## src/rtl/can_mode_pkg.sv

```systemverilog
package can_mode_pkg;

  localparam int          LOCK_BITS       = 32;
  localparam int          STD_ID_W        = 11;
  localparam int          EXT_ID_W        = 18;
  localparam logic [1:0]  RECOV_WAIT      = 2'h0;
  localparam logic [1:0]  RECOV_AUTO_NOW  = 2'h1;
  localparam logic [1:0]  RECOV_AUTO_END  = 2'h2;
  localparam logic [1:0]  RECOV_REQ_NOW   = 2'h3;
  localparam logic [31:0] FILTER_RST      = 32'h0000_0000;

  typedef enum logic [1:0] {
    MODE_OPER,
    MODE_RESET,
    MODE_HALT
  } op_mode_type;

  // Protocol-engine status sampled every cycle that ce_in is high
  typedef struct packed {
    logic bit_tick;
    logic rx_bit;
    logic receiving;
    logic transmitting;
    logic frame_done;
    logic bus_error;
    logic arb_lost;
    logic bus_idle;
    logic suspend_tx;
    logic busoff;
    logic recovery_done;
  } proto_stat_type;

  // Identifier and filter entry, standard part in the upper bits
  typedef struct packed {
    logic [STD_ID_W-1:0] std_id;
    logic [EXT_ID_W-1:0] ext_id;
  } can_id_type;

endpackage

```

## src/rtl/can_mode_and_bus_lock_control.sv

```systemverilog
`timescale 1ns/100ps
module can_mode_and_bus_lock_control #(
  parameter int LOCK_COUNT = can_mode_pkg::LOCK_BITS
) (
  input  wire logic                        clk_in,
  input  wire logic                        rst_in,
  input  wire logic                        ce_in,
  input  wire logic                        can_rx_in,
  input  can_mode_pkg::proto_stat_type     stat_in,
  input  wire logic                        reset_req_in,
  input  wire logic                        halt_req_in,
  input  wire logic                        oper_req_in,
  input  wire logic [1:0]                  busoff_recovery_mode_in,
  input  wire logic                        force_busoff_recovery_in,
  input  wire logic                        bus_lock_clear_in,
  input  can_mode_pkg::can_id_type         rx_id_in,
  input  wire logic                        rx_id_valid_in,
  input  can_mode_pkg::can_id_type         filter_id_in,
  input  can_mode_pkg::can_id_type         filter_mask_in,
  output logic [1:0]                       op_mode_out,
  output logic                             bus_lock_flag_out,
  output logic                             force_recovery_out,
  output logic                             accept_out,
  output logic [7:0]                       ctrl_status_out
);
  import can_mode_pkg::*;

  localparam int CW = $clog2(LOCK_COUNT + 1);

  logic           rx_meta_q;
  logic           rx_sync_q;
  proto_stat_type stat_q;
  op_mode_type    mode_q;
  logic           reset_pend_q;
  logic           halt_pend_q;
  logic [CW-1:0]  dom_cnt_q;
  logic           lock_q;
  logic           armed_q;
  logic           wait_rearm_q;
  logic           saw_reset_q;
  logic           force_q;
  logic           accept_q;
  logic           in_frame;
  logic           frame_over;
  logic           locked;
  logic           go_reset;
  logic           go_halt;
  logic           busoff_halt;
  logic [STD_ID_W+EXT_ID_W-1:0] diff;

  // Bus pin synchroniser
  always_ff @(posedge clk_in or posedge rst_in) begin
    if (rst_in) begin
      rx_meta_q <= 1'b1;
      rx_sync_q <= 1'b1;
    end else if (ce_in) begin
      rx_meta_q <= can_rx_in;
      rx_sync_q <= rx_meta_q;
    end
  end

  always_ff @(posedge clk_in or posedge rst_in) begin
    if (rst_in) begin
      stat_q <= '0;
    end else if (ce_in) begin
      stat_q <= stat_in;
    end
  end

  // Dominant run counter, counted only in operation mode
  // dominant run detect
  always_ff @(posedge clk_in or posedge rst_in) begin
    if (rst_in) begin
      dom_cnt_q <= '0;
    end else if (ce_in) begin
      if (mode_q != MODE_OPER || rx_sync_q) begin
        dom_cnt_q <= '0;
      end else if (stat_q.bit_tick && dom_cnt_q < CW'(LOCK_COUNT)) begin
        dom_cnt_q <= dom_cnt_q + 1'b1;
      end
    end
  end

  // Flag set wins over a same-cycle clear
  // lock flag set
  always_ff @(posedge clk_in or posedge rst_in) begin
    if (rst_in) begin
      lock_q <= 1'b0;
    end else if (ce_in) begin
      if (armed_q && mode_q == MODE_OPER && dom_cnt_q == CW'(LOCK_COUNT)) begin
        lock_q <= 1'b1;
      end else if (bus_lock_clear_in) begin
        lock_q <= 1'b0;
      end
    end
  end

  // Re-arm after clear: recessive bit, or reset then operation
  // recessive re-arm
  always_ff @(posedge clk_in or posedge rst_in) begin
    if (rst_in) begin
      armed_q      <= 1'b1;
      wait_rearm_q <= 1'b0;
      saw_reset_q  <= 1'b0;
    end else if (ce_in) begin
      if (armed_q && mode_q == MODE_OPER && dom_cnt_q == CW'(LOCK_COUNT)) begin
        armed_q      <= 1'b0;
        wait_rearm_q <= 1'b0;
        saw_reset_q  <= 1'b0;
      end else if (!armed_q && lock_q && bus_lock_clear_in) begin
        wait_rearm_q <= 1'b1;
      end else if (wait_rearm_q) begin
        if (mode_q == MODE_RESET) begin
          saw_reset_q <= 1'b1;
        end
        if (rx_sync_q || (saw_reset_q && mode_q == MODE_OPER)) begin
          armed_q      <= 1'b1;
          wait_rearm_q <= 1'b0;
          saw_reset_q  <= 1'b0;
        end
      end
    end
  end

  // Bus counted as locked while the dominant run persists
  assign locked     = (dom_cnt_q == CW'(LOCK_COUNT)) && !rx_sync_q;
  assign in_frame   = stat_q.receiving || stat_q.transmitting;
  // error or lost arbitration ends the wait
  assign frame_over = stat_q.frame_done || stat_q.bus_error || stat_q.arb_lost;

  assign go_reset = (reset_req_in || reset_pend_q) && (
                      stat_q.busoff ||
                      (!stat_q.transmitting && !stat_q.suspend_tx) ||
                      (stat_q.transmitting && frame_over) ||
                      (stat_q.suspend_tx && (stat_q.bus_idle || stat_q.receiving)));

  // rx error also ends the wait
  always_comb begin
    go_halt = 1'b0;
    if (halt_req_in || halt_pend_q) begin
      if (stat_q.busoff) begin
        case (busoff_recovery_mode_in)
          RECOV_WAIT:    go_halt = stat_q.recovery_done;
          RECOV_REQ_NOW: go_halt = 1'b1;
          default:       go_halt = 1'b0;
        endcase
      end else begin
        go_halt = !in_frame || frame_over;
      end
    end
  end

  assign busoff_halt = (busoff_recovery_mode_in == RECOV_AUTO_NOW && stat_q.busoff) ||
                       (busoff_recovery_mode_in == RECOV_AUTO_END && stat_q.busoff &&
                        stat_q.recovery_done);

  // Reset has priority over halt; reset requests are held until served, halt requests only while in operation mode
  always_ff @(posedge clk_in or posedge rst_in) begin
    if (rst_in) begin
      mode_q       <= MODE_RESET;
      reset_pend_q <= 1'b0;
      halt_pend_q  <= 1'b0;
    end else if (ce_in) begin
      if (go_reset) begin
        mode_q       <= MODE_RESET;
        reset_pend_q <= 1'b0;
        halt_pend_q  <= 1'b0;
      end else if (reset_req_in) begin
        reset_pend_q <= 1'b1;
      end else if ((go_halt || busoff_halt) && !locked && mode_q == MODE_OPER) begin
        mode_q      <= MODE_HALT;
        halt_pend_q <= 1'b0;
      end else if (halt_req_in && mode_q == MODE_OPER) begin
        halt_pend_q <= 1'b1;
      end else if (oper_req_in && mode_q != MODE_OPER) begin
        mode_q      <= MODE_OPER;
        halt_pend_q <= 1'b0;
      end
    end
  end

  always_ff @(posedge clk_in or posedge rst_in) begin
    if (rst_in) begin
      force_q <= 1'b0;
    end else if (ce_in) begin
      force_q <= force_busoff_recovery_in && stat_q.busoff;
    end
  end

  assign diff = (rx_id_in ^ filter_id_in) & filter_mask_in;

  always_ff @(posedge clk_in or posedge rst_in) begin
    if (rst_in) begin
      accept_q <= 1'b0;
    end else if (ce_in) begin
      accept_q <= rx_id_valid_in && (diff == '0);
    end
  end

  always_ff @(posedge clk_in or posedge rst_in) begin
    if (rst_in) begin
      op_mode_out        <= MODE_RESET;
      bus_lock_flag_out  <= 1'b0;
      force_recovery_out <= 1'b0;
      accept_out         <= 1'b0;
      ctrl_status_out    <= 8'h00;
    end else if (ce_in) begin
      op_mode_out        <= mode_q;
      bus_lock_flag_out  <= lock_q;
      force_recovery_out <= force_q;
      accept_out         <= accept_q;
      ctrl_status_out    <= {3'h0, force_q, lock_q, busoff_recovery_mode_in, reset_pend_q | halt_pend_q};
    end
  end
endmodule

```

## config.mk

```make
export PLATFORM = sky130hd
export DESIGN_NAME = can_mode_and_bus_lock_control
export DESIGN_NICKNAME = d
export VERILOG_FILES = /design/src/rtl/can_mode_pkg.sv /design/src/rtl/can_mode_and_bus_lock_control.sv
export SDC_FILE = /design/constraint.sdc
export NUM_CORES = 1
export LEC_CHECK = 0
export BUFFER_PORTS_ARGS = -buffer_cell sky130_fd_sc_hd__buf_2
export CAP_MARGIN = 20
export CORE_MARGIN = 4
export CORE_UTILIZATION = 44
export CTS_CLUSTER_DIAMETER = 100
export DETAILED_ROUTE_END_ITERATION = 16
export PLACE_DENSITY = 0.83
export SLEW_MARGIN = 20
export SYNTH_ARGS = -nofsm -noshare
export SYNTH_HDL_FRONTEND = slang
export SYNTH_SLANG_ARGS = --single-unit
```

## constraint.sdc

```tcl
create_clock -name clk_in -period 1.95 [get_ports clk_in]
set_input_delay 0.0975 -clock clk_in [delete_from_list [all_inputs] [get_ports clk_in]]
set_output_delay 0.0975 -clock clk_in [all_outputs]
set_load 0.05 [all_outputs]
```

== Word-level counts from Yosys, hierarchy flattened ==
Index checks and enable logic that the tools add are counted.
Storage, ports and cells
  output and inout bits: 13
  bits in registers: 38
  logic and storage cells: 131
Cells by class
  equal/unequal tests: 8
  muxes and demuxes: 32
  add/sub/neg operators: 1
  bitwise gates (word level): 3
  $lt $le $gt $ge: 1
  reductions and logical operators: 59
Operators by type and width (number)
  29-bit AND: 1
  29-bit logical NOT: 1
  29-bit bitwise XOR: 1
  1-bit 2-to-1 mux: 24
  1-bit logical AND: 20
  1-bit logical OR: 14
  6-bit 2-to-1 mux: 2
  4-bit AND reduction: 3
  2-bit nonzero test: 6
  2-bit 2-to-1 mux: 5
  6-bit by 1-bit adder with 6-bit output (second input constant): 1
  6-bit == test (second input constant): 1
  1-bit logical NOT: 6
  6-bit less-than comparator (second input constant): 1
  2-bit AND reduction: 3
  3-bit nonzero test: 2
  2-bit by 1-bit == test with 1-bit output (second input constant): 2
  2-bit == test (second input constant): 2
  2-bit logical NOT: 2
  4-bit nonzero test: 1
  3-bit != test (second input constant): 1
  3-bit AND reduction: 1
  2-bit by 1-bit != test with 1-bit output (second input constant): 1
  2-bit != test (second input constant): 1
  other kinds (2): 2

== Longest topological paths before layout ==
Gate-level depths: netlist of the first run.
  depth in word-level cells: 11
  mapped depth: 7

== Least setup slack after synthesis of the first run ==
OpenSTA, ideal clock, no wires.
  path kind: register to register
  from: register stat_q[4] (netlist bit)
  to: register halt_pend_q
  required time: 1846 ps
  arrival time: 1542 ps
  library setup time: 104 ps
  setup slack: 304 ps
  cell stages (with the launch flop): 6
  cells stage by stage: dfrtp_1 or3_1 o32a_1 a21oi_2 nor2_1 o41ai_2
Between the ends
  word-level cells in the longest chain between the ends: 10
RTL lines
  start: declaration: RTL line can_mode_and_bus_lock_control.sv:32  | proto_stat_type stat_q;
  start signal: assignment: RTL line can_mode_and_bus_lock_control.sv:66  | stat_q <= stat_in;
  1-bit logical OR (*): RTL line can_mode_and_bus_lock_control.sv:129  | assign frame_over = stat_q.frame_done || stat_q.bus_error || stat_q.arb_lost;
  1-bit logical OR: RTL line can_mode_and_bus_lock_control.sv:148  | go_halt = !in_frame || frame_over;
  1-bit 2-to-1 mux: RTL line can_mode_and_bus_lock_control.sv:141  | if (stat_q.busoff) begin
  1-bit 2-to-1 mux: RTL line can_mode_and_bus_lock_control.sv:140  | if (halt_req_in || halt_pend_q) begin
  1-bit logical OR: RTL line can_mode_and_bus_lock_control.sv:170  | end else if ((go_halt || busoff_halt) && !locked && mode_q == MODE_OPER) begin
  1-bit logical AND (2 in series): RTL line can_mode_and_bus_lock_control.sv:170
  1-bit 2-to-1 mux: RTL line can_mode_and_bus_lock_control.sv:170
  1-bit 2-to-1 mux: RTL line can_mode_and_bus_lock_control.sv:168  | end else if (reset_req_in) begin
  1-bit 2-to-1 mux: RTL line can_mode_and_bus_lock_control.sv:164  | if (go_reset) begin
  end signal: assignment: RTL line can_mode_and_bus_lock_control.sv:167  | halt_pend_q <= 1'b0;
  end signal: assignment: RTL line can_mode_and_bus_lock_control.sv:172  | halt_pend_q <= 1'b0;
  end signal: assignment: RTL line can_mode_and_bus_lock_control.sv:174  | halt_pend_q <= 1'b1;
  end: declaration: RTL line can_mode_and_bus_lock_control.sv:35  | logic halt_pend_q;
Every way passes the cells marked *; elsewhere a longest branch is shown, timed or not. The select of a mux whose other input is x is not followed.
A chain may end at the register's enable or synchronous reset.

== Worst setup path in the final report of the first run ==
  from: register dom_cnt_q[0]
  to: register halt_pend_q
Between the ends
  word-level cells in the longest chain between the ends: 8
RTL lines
  start: declaration: RTL line can_mode_and_bus_lock_control.sv:36  | logic [CW-1:0] dom_cnt_q;
  start signal: assignment: RTL line can_mode_and_bus_lock_control.sv:79  | dom_cnt_q <= dom_cnt_q + 1'b1;
  6-bit == test (*): RTL line can_mode_and_bus_lock_control.sv:126  | assign locked = (dom_cnt_q == CW'(LOCK_COUNT)) && !rx_sync_q;
  1-bit logical AND (*): RTL line can_mode_and_bus_lock_control.sv:126
  1-bit logical NOT (*): RTL line can_mode_and_bus_lock_control.sv:170
  1-bit logical AND (*) (2 in series): RTL line can_mode_and_bus_lock_control.sv:170
  1-bit 2-to-1 mux: RTL line can_mode_and_bus_lock_control.sv:170
  1-bit 2-to-1 mux: RTL line can_mode_and_bus_lock_control.sv:168
  1-bit 2-to-1 mux: RTL line can_mode_and_bus_lock_control.sv:164
Marked as above.

==> reports/qor.yml, run 1 <==
clk_latency_ns: 0.30
start_kind: "flip-flop"
gp_congestion: 0.753
ys_types: 42
status: "complete, no violations"
vias: 1982
pin_count: 123
synthMuxAreaShare_pct: 9.00
rows: 25
wl_per_cell_um: 14.5
hold_ws_ns: 0.0140
coreArea_mm2: 0.00469
finalInstanceArea_mm2: 0.00286
setup_viol: 0
synthFlopType: "dfrtp_1"
p_leak_nw: 1.48
synth_top_family_by_area: "compound AO/OA/AOI/OAI gates"
synthXorXnorAreaFrac_pct: 13.2
grt_use_met2_pct: 33.2
grt_pass1_wl_mm: 8.68
crit_required_ns: 2.15
finalHoldViolations: 0
cts.clk_slew.worst_paths_ns: 0.08
grt_max_degree: 37
ir_drop_mv: 0.456
met1_usage_pct: 20.2
placed_area_mm2: 0.00275
htreeDepth: 2
clock_sinks: 36
drc: 0
power_density_mw_per_mm2: 711
gr-total-overflow: 0
fin_ws_ns: 0.199
fin_tns_setup_ns: 0
fin_worst_skew_ns: 0.00978
die_w_um: 77.5
cts_tree: "yes"
final.period_utilization_pct: 89.8
setup.worst_path.class: "flip-flop to flip-flop"
grt-busiest-layer: "met2"
grt_pass1_vias: 1915
ant_nets: 0
layout-drive-gt1-share_pct: 47.4
place_inst: 372
max_freq_mhz: 571
area_growth_pct: 34.2
numCtsBuffers: 5
hold_class: "primary input to flip-flop"
fin_crit_ns: 1.75
synthArstFlopShare_pct: 100
pre_cts_ws_ns: 0.204
antenna_found_initial: 0
antenna_cells_inserted: 0
slew_viol_final: 0
slowest_delay_ns: 0.40
yosysWarningCount: 0
rsz0062_at_grt: "false"
synth_compound_area_share_pct: 16.5
arrival_ns: 1.95
vias_per_cell: 5.20
end_kind: "flip-flop"
max_cap_violations: 0
syn_avg_cell_area_um2: 10.4
reg2reg_setup_slack_ns: 0.20
syn_area_mm2: 0.00213
port_buffers: 118
synthAdderAreaFrac_pct: 3.53
yosys.area_share.simple_pct: 10.2
wirelength_mm: 5.52
postCtsSetupRepairBufs: 0
clock_tree.buffer_depth: 2
use_met3_pct: 5.10
cts-root-buf: "clkbuf_8"
ys_ff_latch: 36
worstPathMaxFanout: 3
synth_edf_count: 0
total_power_mw: 2.03
utilization_pct: 60.9
die-area_mm2: 0.00601
yosysSeqAreaShare_pct: 42.6
path_cells: "inv_1 > ha_1 > nor4b_1 > nand2_1 > o21ai_1 > nor2_1 > o41ai_2"
postSynthCellCount: 204
dr.pass1.iters: 4
dpl.hpwl_mm: 4.55
first_iter_violations: 58
crit_slowest_cell: "dfrtp_1"
die_height_um: 77.5
fin_nets: 442
instances_no_fill: 381
track_usage_pct: 18.0
start_util_pct: 45.3
critical path, delay by kind of cell (launching register included):
kind / cells / cell delay [ns]
AO/OA/AOI/OAI: 2 / 0.51
adder cells (fa/ha/maj): 1 / 0.14
buffers and inverters: 1 / 0.10
flip-flops: 1 / 0.40
AND/OR/NAND/NOR: 3 / 0.52
cell usage after synthesis, drive strengths merged (3+ instances only):
cell    number  area, um^2
dfrtp       31         776
xor2        31         272
mux2        17         191
nor2        14        52.6
nand2       12        45.0
o21ai       11        55.1
inv         10        37.5
a22o         9        78.8
a21oi        8        43.8
a221oi       7        61.3
ha           6        75.1
buf          5        37.5
dfstp        5         131
nand4        5        31.3
clkbuf       4        25.0
nand3        3        15.0
nor3         3        15.0
o21a         3        22.5
cell usage in the layout (no fill, tap or decap), drive strengths merged, types with 2 or more instances in the layout:
cell type	instances
a21oi	8
a221oi	7
a22o	9
buf	121
clkbuf	6
clkinv	2
conb	3
dfrtp	31
dfstp	5
ha	6
inv	10
mux2	17
nand2	12
nand3	3
nand4	5
nor2	14
nor3	3
o21a	3
o21ai	11
xor2	31
registers in the layout, summed over array words and instances (netlist names):
name                count
reset_pend_q            1
accept_q                1
armed_q                 1
op_mode_out             2
force_q                 1
rx_meta_q               1
accept_out              1
mode_q                  2
wait_rearm_q            1
force_recovery_out      1
dom_cnt_q               6
stat_q                 10
saw_reset_q             1
rx_sync_q               1
halt_pend_q             1
ctrl_status_out         4
lock_q                  1
cell type report:
type                       instances  area [um^2]
clock buffer                       6         82.6
clock inverter                     2         10.0
fill                             398         1840
inverter                          10         37.5
multi-input combinational        151         1130
sequential                        36          907
tap                               54         67.6
timing repair buffer             122          623
per-layer routing:
metal / share of wire [%] / vias to the layer above
met4: 1.0 / 0
li1: - / 963
met3: 6.9 / 7
met2: 53 / 73
met1: 39 / 939
met5: 0 / -
worst paths after layout:
check / end / start / depth (start not counted)
setup / recovery: halt_pend_q$_DFFE_PP0P_ / dom_cnt_q[0]$_DFFE_PP0P_ / 7
min in group asynchronous: halt_pend_q$_DFFE_PP0P_ / rst_in / 4
setup reg to reg: halt_pend_q$_DFFE_PP0P_ / dom_cnt_q[0]$_DFFE_PP0P_ / 7
hold / removal: stat_q[1]$_DFFE_PP0P_ / stat_in[1] / 3
max in group asynchronous: mode_q[0]$_DFFE_PP1P_ / rst_in / 4
hold reg to reg: op_mode_out[1]$_DFFE_PP0P_ / op_mode_out[1]$_DFFE_PP0P_ / 1
power by group:
part / internal (mW) / switching, mW / total, mW
Sequential: 0.849 / 0.0727 / 0.922
Combinational: 0.252 / 0.309 / 0.560
Clock: 0.282 / 0.266 / 0.548
what timing repair did:
item | 4_1_cts | 5_1_grt
gates resized for setup | 0 | 0
hold buffers | 1 | 0
hold endpoints to repair | 31 | 0
cell families (layout without fill, tap and decap cells):
| kind of cell | Yosys count | count (layout) |
|---|---|---|
| compound gates | 48 | 48 |
| buf+inv | 19 | 140 |
| simple gates | 45 | 45 |
| fa+ha+maj | 6 | 6 |
| xor+xnor | 32 | 32 |
| mux | 17 | 17 |
| other cells | 1 | 3 |
| flops | 36 | 36 |
Note: power is estimated with default switching activity, not from simulation.
==> inputs of run 2 (changes only) <==
- CTS_CLUSTER_SIZE: not set -> 25
- clock period: 1.95 -> 1.88 ns (I/O delays scaled with it)
==> reports/qor.yml, run 2 (synthesized netlist as in run 1, its figures left out) <==
clk_latency_ns: 0.29  # about the same
pwr-share-comb_pct: 28.1  # +0.5 points
hold-path-cell-count: 3  # unchanged
cts_tree: "yes"
crit_cells: 5  # -2
p_leak_nw: 1.49  # +0.17%
port_buffers: 118  # unchanged
die-area_mm2: 0.00601  # unchanged
first_iter_violations: 93  # +60%
final.period_utilization_pct: 93.3  # +3.5 points
clock_sinks: 36  # unchanged
die_height_um: 77.5  # unchanged
reg2reg_setup_slack_ns: 0.13  # -0.07 ns
start_util_pct: 45.3  # unchanged
end_kind: "flip-flop"
rows: 25  # unchanged
crit_required_ns: 2.07  # -0.08 ns
cts-root-buf: "clkbuf_8"
fin_worst_skew_ns: 0.00249  # -0.00729 ns
finalHoldViolations: 0  # unchanged
rr_worst_depth: 5  # -2
p_clk_share_pct: 26.4  # -0.6 points
crit_slowest_cell: "dfrtp_1"
slowest_delay_ns: 0.39  # about the same
final_common_cell: "buf_2"
power_density_mw_per_mm2: 734  # +3.3%
power.switching_mw: 0.657  # +1.5%
max_freq_mhz: 570  # -0.16%
wl_per_cell_um: 14.3  # -1.1%
vias: 1985  # +0.15%
area_growth_pct: 34.8
p_int_mw: 1.45  # +4.7%
drc: 0  # unchanged
fin_crit_ns: 1.75  # +0.00286 ns
antenna_found_initial: 0  # unchanged
ir_drop_mv: 0.582  # +28%
die_w_um: 77.5  # unchanged
vias_per_cell: 5.20  # -0.11%
htreeDepth: 2  # unchanged
track_usage_pct: 18.0  # -0.020 points
coreArea_mm2: 0.00469  # unchanged
setup.worst_path.class: "flip-flop to flip-flop"
ant_nets: 0  # unchanged
arrival_ns: 1.94  # about the same
pin_count: 123  # unchanged
clock_tree.buffer_depth: 2  # unchanged
fin_nets: 443  # +0.23%
path_cells: "or3_1 > o32a_1 > a21oi_2 > nor2_1 > o41ai_2"
fin_tns_setup_ns: 0  # unchanged
sequentialPowerShare_pct: 45.5  # about the same
crit_buf_inv: 0  # -1
antenna_cells_inserted: 0  # unchanged
layout-drive-gt1-share_pct: 47.3  # -0.14 points
r2r-start: "stat_q[4]$_DFFE_PP0P_"
cts.clk_slew.worst_paths_ns: 0.07  # about the same
start_kind: "flip-flop"
gp_congestion: 0.773  # +2.7%
final_cell_mix: "118 x buf_2, 31 x xor2_1, 31 x dfrtp_1"
slew_viol_final: 0  # unchanged
hold_class: "primary input to flip-flop"
top_register: "stat_q"
total_power_mw: 2.11  # +3.7%
max_cap_violations: 0  # unchanged
placed_area_mm2: 0.00276  # +0.27%
place_inst: 373  # +0.27%
worstPathMaxFanout: 3  # unchanged
hp-start: "stat_in[1]"
grt_max_degree: 37  # unchanged
crit_path_end: "halt_pend_q$_DFFE_PP0P_"
setup_viol: 0  # unchanged
gr-total-overflow: 0  # unchanged
largest_reg_flops: 10  # unchanged
instances_no_fill: 382  # +0.26%
crit_family: "compound AO/OA/AOI/OAI gates"
rsz0062_at_grt: "false"
startpoint: "stat_q[4]$_DFFE_PP0P_"
r2r-end: "halt_pend_q$_DFFE_PP0P_"
swShare_pct: 31.2  # -0.67 points
wirelength_mm: 5.47  # -0.83%
numCtsBuffers: 5  # unchanged
grt_pass1_wl_mm: 8.66  # -0.24%
dr.pass1.iters: 4  # unchanged
postCtsSetupRepairBufs: 0  # unchanged
dpl.hpwl_mm: 4.54  # about the same
finalInstanceArea_mm2: 0.00287  # +0.39%
status: "complete, no violations"
reg_top3: "stat_q (10), dom_cnt_q (6), ctrl_status_out (4)"
grt_pass1_vias: 1913  # -0.10%
[run 2: how the worst min path moves through the flow]
| stage | end | slack (ns) |
|---|---|---|
| floorplan | stat_q[1]$_DFFE_PP0P_ | 0.21 |
| global placement | ctrl_status_out[3]$_DFFE_PP0P_ | 0.21 |
| detailed placement | ctrl_status_out[3]$_DFFE_PP0P_ | 0.21 |
| CTS | stat_q[1]$_DFFE_PP0P_ | 0.02 |
| global route | stat_q[1]$_DFFE_PP0P_ | 0.02 |
| finish | stat_q[1]$_DFFE_PP0P_ | 0.02 |
[run 2: layer usage]
metal / up-vias / global-route usage (%) / share of wire [%]
met5: - / 0 / 0
met4: 0 / 5.69 / 1.0
met3: 7 / 5.10 / 7.0
met2: 67 / 31.8 / 52
met1: 942 / 21.0 / 40
li1: 969 / - / -
[run 2: worst min-delay path: stages]
cell,delay (ns)
buf_2,0.08
nand2_1,0.04
o21ai_0,0.05
[run 2: repair_timing]
| item | 4_1_cts | 5_1_grt |
|---|---|---|
| hold buffers | 1 | 0 |
| gates resized for setup | 0 | 1 |
| endpoints found under the hold margin | 31 | 0 |
| endpoints found under the setup margin | 0 | 1 |
[run 2: power by group through the flow]
stage | registers (mW) | clock network [mW] | logic, mW
2_1_floorplan | 1.02 | 0 | 0.313
3_3_place_gp | 0.965 | 0 | 0.567
3_5_place_dp | 0.972 | 0 | 0.589
4_1_cts | 0.959 | 0.566 | 0.594
5_1_grt | 0.971 | 0.602 | 0.649
6_report | 0.958 | 0.557 | 0.590
[run 2: cell type report]
cell class,instances,area (um^2)
inverters,10,37.5
fillers,384,1830
clock buffers,8,90.1
well taps,54,67.6
multi-input cells,151,1130
repair buffers,123,631
flip-flops and latches,36,907
[run 2: stage by stage]
stage	setup WS, ns	util (%)	hold WS, ns
6_report	0.126	61.1	0.0180
2_1_floorplan	0.234	-	0.215
3_3_place_gp	0.177	58.8	0.209
4_1_cts	0.104	61.0	0.0156
5_1_grt	0.0419	61.1	0.0193
3_5_place_dp	0.123	58.8	0.211
==> inputs of run 3 (changes only) <==
- ABC_CLOCK_PERIOD_IN_PS: not set -> 1500
- CORE_UTILIZATION: 44 -> 40
- PLACE_DENSITY: 0.83 -> 0.8
- clock period: 1.88 -> 1.5 ns (I/O delays scaled with it)
==> reports/qor.yml, run 3 (synthesized netlist as in run 1, its figures left out) <==
status: "complete, but fails checks"
violations: "negative setup slack"
port_buffers: 118  # unchanged
gr-total-overflow: 0  # unchanged
start_kind: "flip-flop"
final_cell_mix: "118 x buf_2, 31 x xor2_1, 31 x dfrtp_1"
grt_pass1_wl_mm: 9.43  # +8.9%
fin_nets: 460  # +3.8%
slowest_delay_ns: 0.38  # about the same
grt_pass1_vias: 2228  # +16%
gp_congestion: 0.876  # +13%
max_cap_violations: 0  # unchanged
total_power_mw: 3.24  # +54%
die-area_mm2: 0.00655  # +8.9%
power_density_mw_per_mm2: 1030  # +41%
wl_per_cell_um: 14.4  # +0.90%
grt_max_degree: 37  # unchanged
fin_tns_setup_ns: -0.540  # -0.540 ns
wirelength_mm: 6.00  # +9.6%
crit_required_ns: 1.68  # -0.39 ns
track_usage_pct: 18.7  # +0.74 points
vias_per_cell: 5.00  # -3.8%
antenna_cells_inserted: 0  # unchanged
clock_tree.buffer_depth: 2  # unchanged
slew_viol_final: 0  # unchanged
final_common_cell: "buf_2"
max_freq_mhz: 573  # +0.43%
clock_sinks: 36  # unchanged
finalHoldViolations: 0  # unchanged
clk_latency_ns: 0.29  # about the same
arrival_ns: 1.93  # about the same
drc: 0  # unchanged
worstPathMaxFanout: 2  # -1
fin_crit_ns: 1.75  # -0.00745 ns
reg_top3: "stat_q (10), dom_cnt_q (6), ctrl_status_out (4)"
reg2reg_setup_slack_ns: -0.25  # -0.37 ns
ant_nets: 0  # unchanged
cts-root-buf: "clkbuf_8"
htreeDepth: 2  # unchanged
cts.clk_slew.worst_paths_ns: 0.07  # about the same
hold_class: "primary input to flip-flop"
die_w_um: 80.9  # +4.4%
finalInstanceArea_mm2: 0.00314  # +9.5%
area_growth_pct: 47.6
path_cells: "or3_1 > o32a_1 > a21oi_2 > nor2_1 > o41ai_2"
p_leak_nw: 1.62  # +9.1%
fin_worst_skew_ns: 0.00475  # +0.00226 ns
vias: 2075  # +4.5%
pin_count: 123  # unchanged
dr.pass1.iters: 4  # unchanged
crit_slowest_cell: "dfrtp_1"
end_kind: "flip-flop"
cts_tree: "yes"
numCtsBuffers: 5  # unchanged
setup.worst_path.class: "flip-flop to flip-flop"
rows: 26  # +4.0%
dpl.hpwl_mm: 4.78  # +5.2%
rsz0062_at_grt: "true"
top_register: "stat_q"
layout-drive-gt1-share_pct: 52.2  # +4.9 points
antenna_found_initial: 0  # unchanged
coreArea_mm2: 0.00514  # +9.5%
setup_viol: 3  # +3
ir_drop_mv: 0.480  # -18%
start_util_pct: 41.4  # -4.0 points
final.period_utilization_pct: 116  # +23 points
crit_buf_inv: 0  # unchanged
crit_family: "compound AO/OA/AOI/OAI gates"
first_iter_violations: 118  # +27%
utilization_pct: 61.1  # about the same
fin_ws_ns: -0.246  # -0.373 ns
largest_reg_flops: 10  # unchanged
n_fill_cell: 447  # +16%
die_height_um: 80.9  # +4.4%
placed_area_mm2: 0.00288  # +4.2%
## run 3: changes by cell type in the layout (fill, tap and decap cells not counted), sizes merged
cell,before,now
dlygate4sd3,1,2
buf,122,138
bufinv,0,3
clkbuf,8,5
## run 3: metrics by stage
| step | setup WS, ns | cells | hold WS, ns |
|---|---|---|---|
| 2_1_floorplan | -0.0560 | 206 | 0.196 |
| 3_3_place_gp | -0.116 | 400 | 0.197 |
| 3_5_place_dp | -0.244 | 400 | 0.202 |
| 4_1_cts | -0.244 | 413 | 0.00526 |
| 5_1_grt | -0.304 | 415 | 0.00695 |
| 6_report | -0.246 | 415 | 0.0102 |
## run 3: report_power, final
part | total, mW | switching (mW) | internal (mW)
Sequential | 1.20 | 0.101 | 1.10
Combinational | 0.849 | 0.443 | 0.406
Clock | 1.19 | 0.357 | 0.832
## run 3: cell type report
| type | count | area [um^2] | area share [%] |
|---|---|---|---|
| Multi-Input combinational cell | 151 | 1170 | 37.4 |
| Sequential cell | 36 | 907 | 28.9 |
| Timing Repair Buffer | 140 | 773 | 24.6 |
| Clock inverter | 3 | 90.1 | 2.87 |
| Tap cell | 70 | 87.6 | 2.79 |
| Clock buffer | 5 | 68.8 | 2.19 |
| Inverter | 10 | 37.5 | 1.20 |
## run 3: path summary, 6_finish.rpt
check	startpoint	endpoint	cells after the start
setup / recovery	stat_q[4]$_DFFE_PP0P_	halt_pend_q$_DFFE_PP0P_	5
hold / removal	stat_in[2]	stat_q[2]$_DFFE_PP0P_	2
setup reg to reg	stat_q[4]$_DFFE_PP0P_	halt_pend_q$_DFFE_PP0P_	5
hold reg to reg	accept_q$_DFFE_PP0P_	accept_q$_DFFE_PP0P_	1
max in group asynchronous	rst_in	rx_sync_q$_DFFE_PP1P_	4
min in group asynchronous	rst_in	dom_cnt_q[4]$_DFFE_PP0P_	4
## run 3: worst reg2reg max path, stage by stage, from the launching register on
cell     delay [ns]
dfrtp_1        0.38
or3_1          0.37
o32a_1         0.31
a21oi_2        0.18
nor2_1         0.08
o41ai_2        0.31
## run 3: timing repair
action | 4_1_cts | 5_1_grt
setup endpoints to repair | 6 | 9
setup buffers | 3 | 2
pin swaps | 2 | 3
hold buffers | 2 | 0
hold endpoints to repair | 32 | 0
resized for setup | 3 | 7
## run 3: layer usage
layer / routed length (um) / global-route usage [%] / up-vias
met2: 3320 / 36.1 / 79
met4: 117 / 6.42 / 0
met1: 2160 / 19.5 / 979
li1: - / - / 1004
met5: 0 / 0 / -
met3: 398 / 4.66 / 13
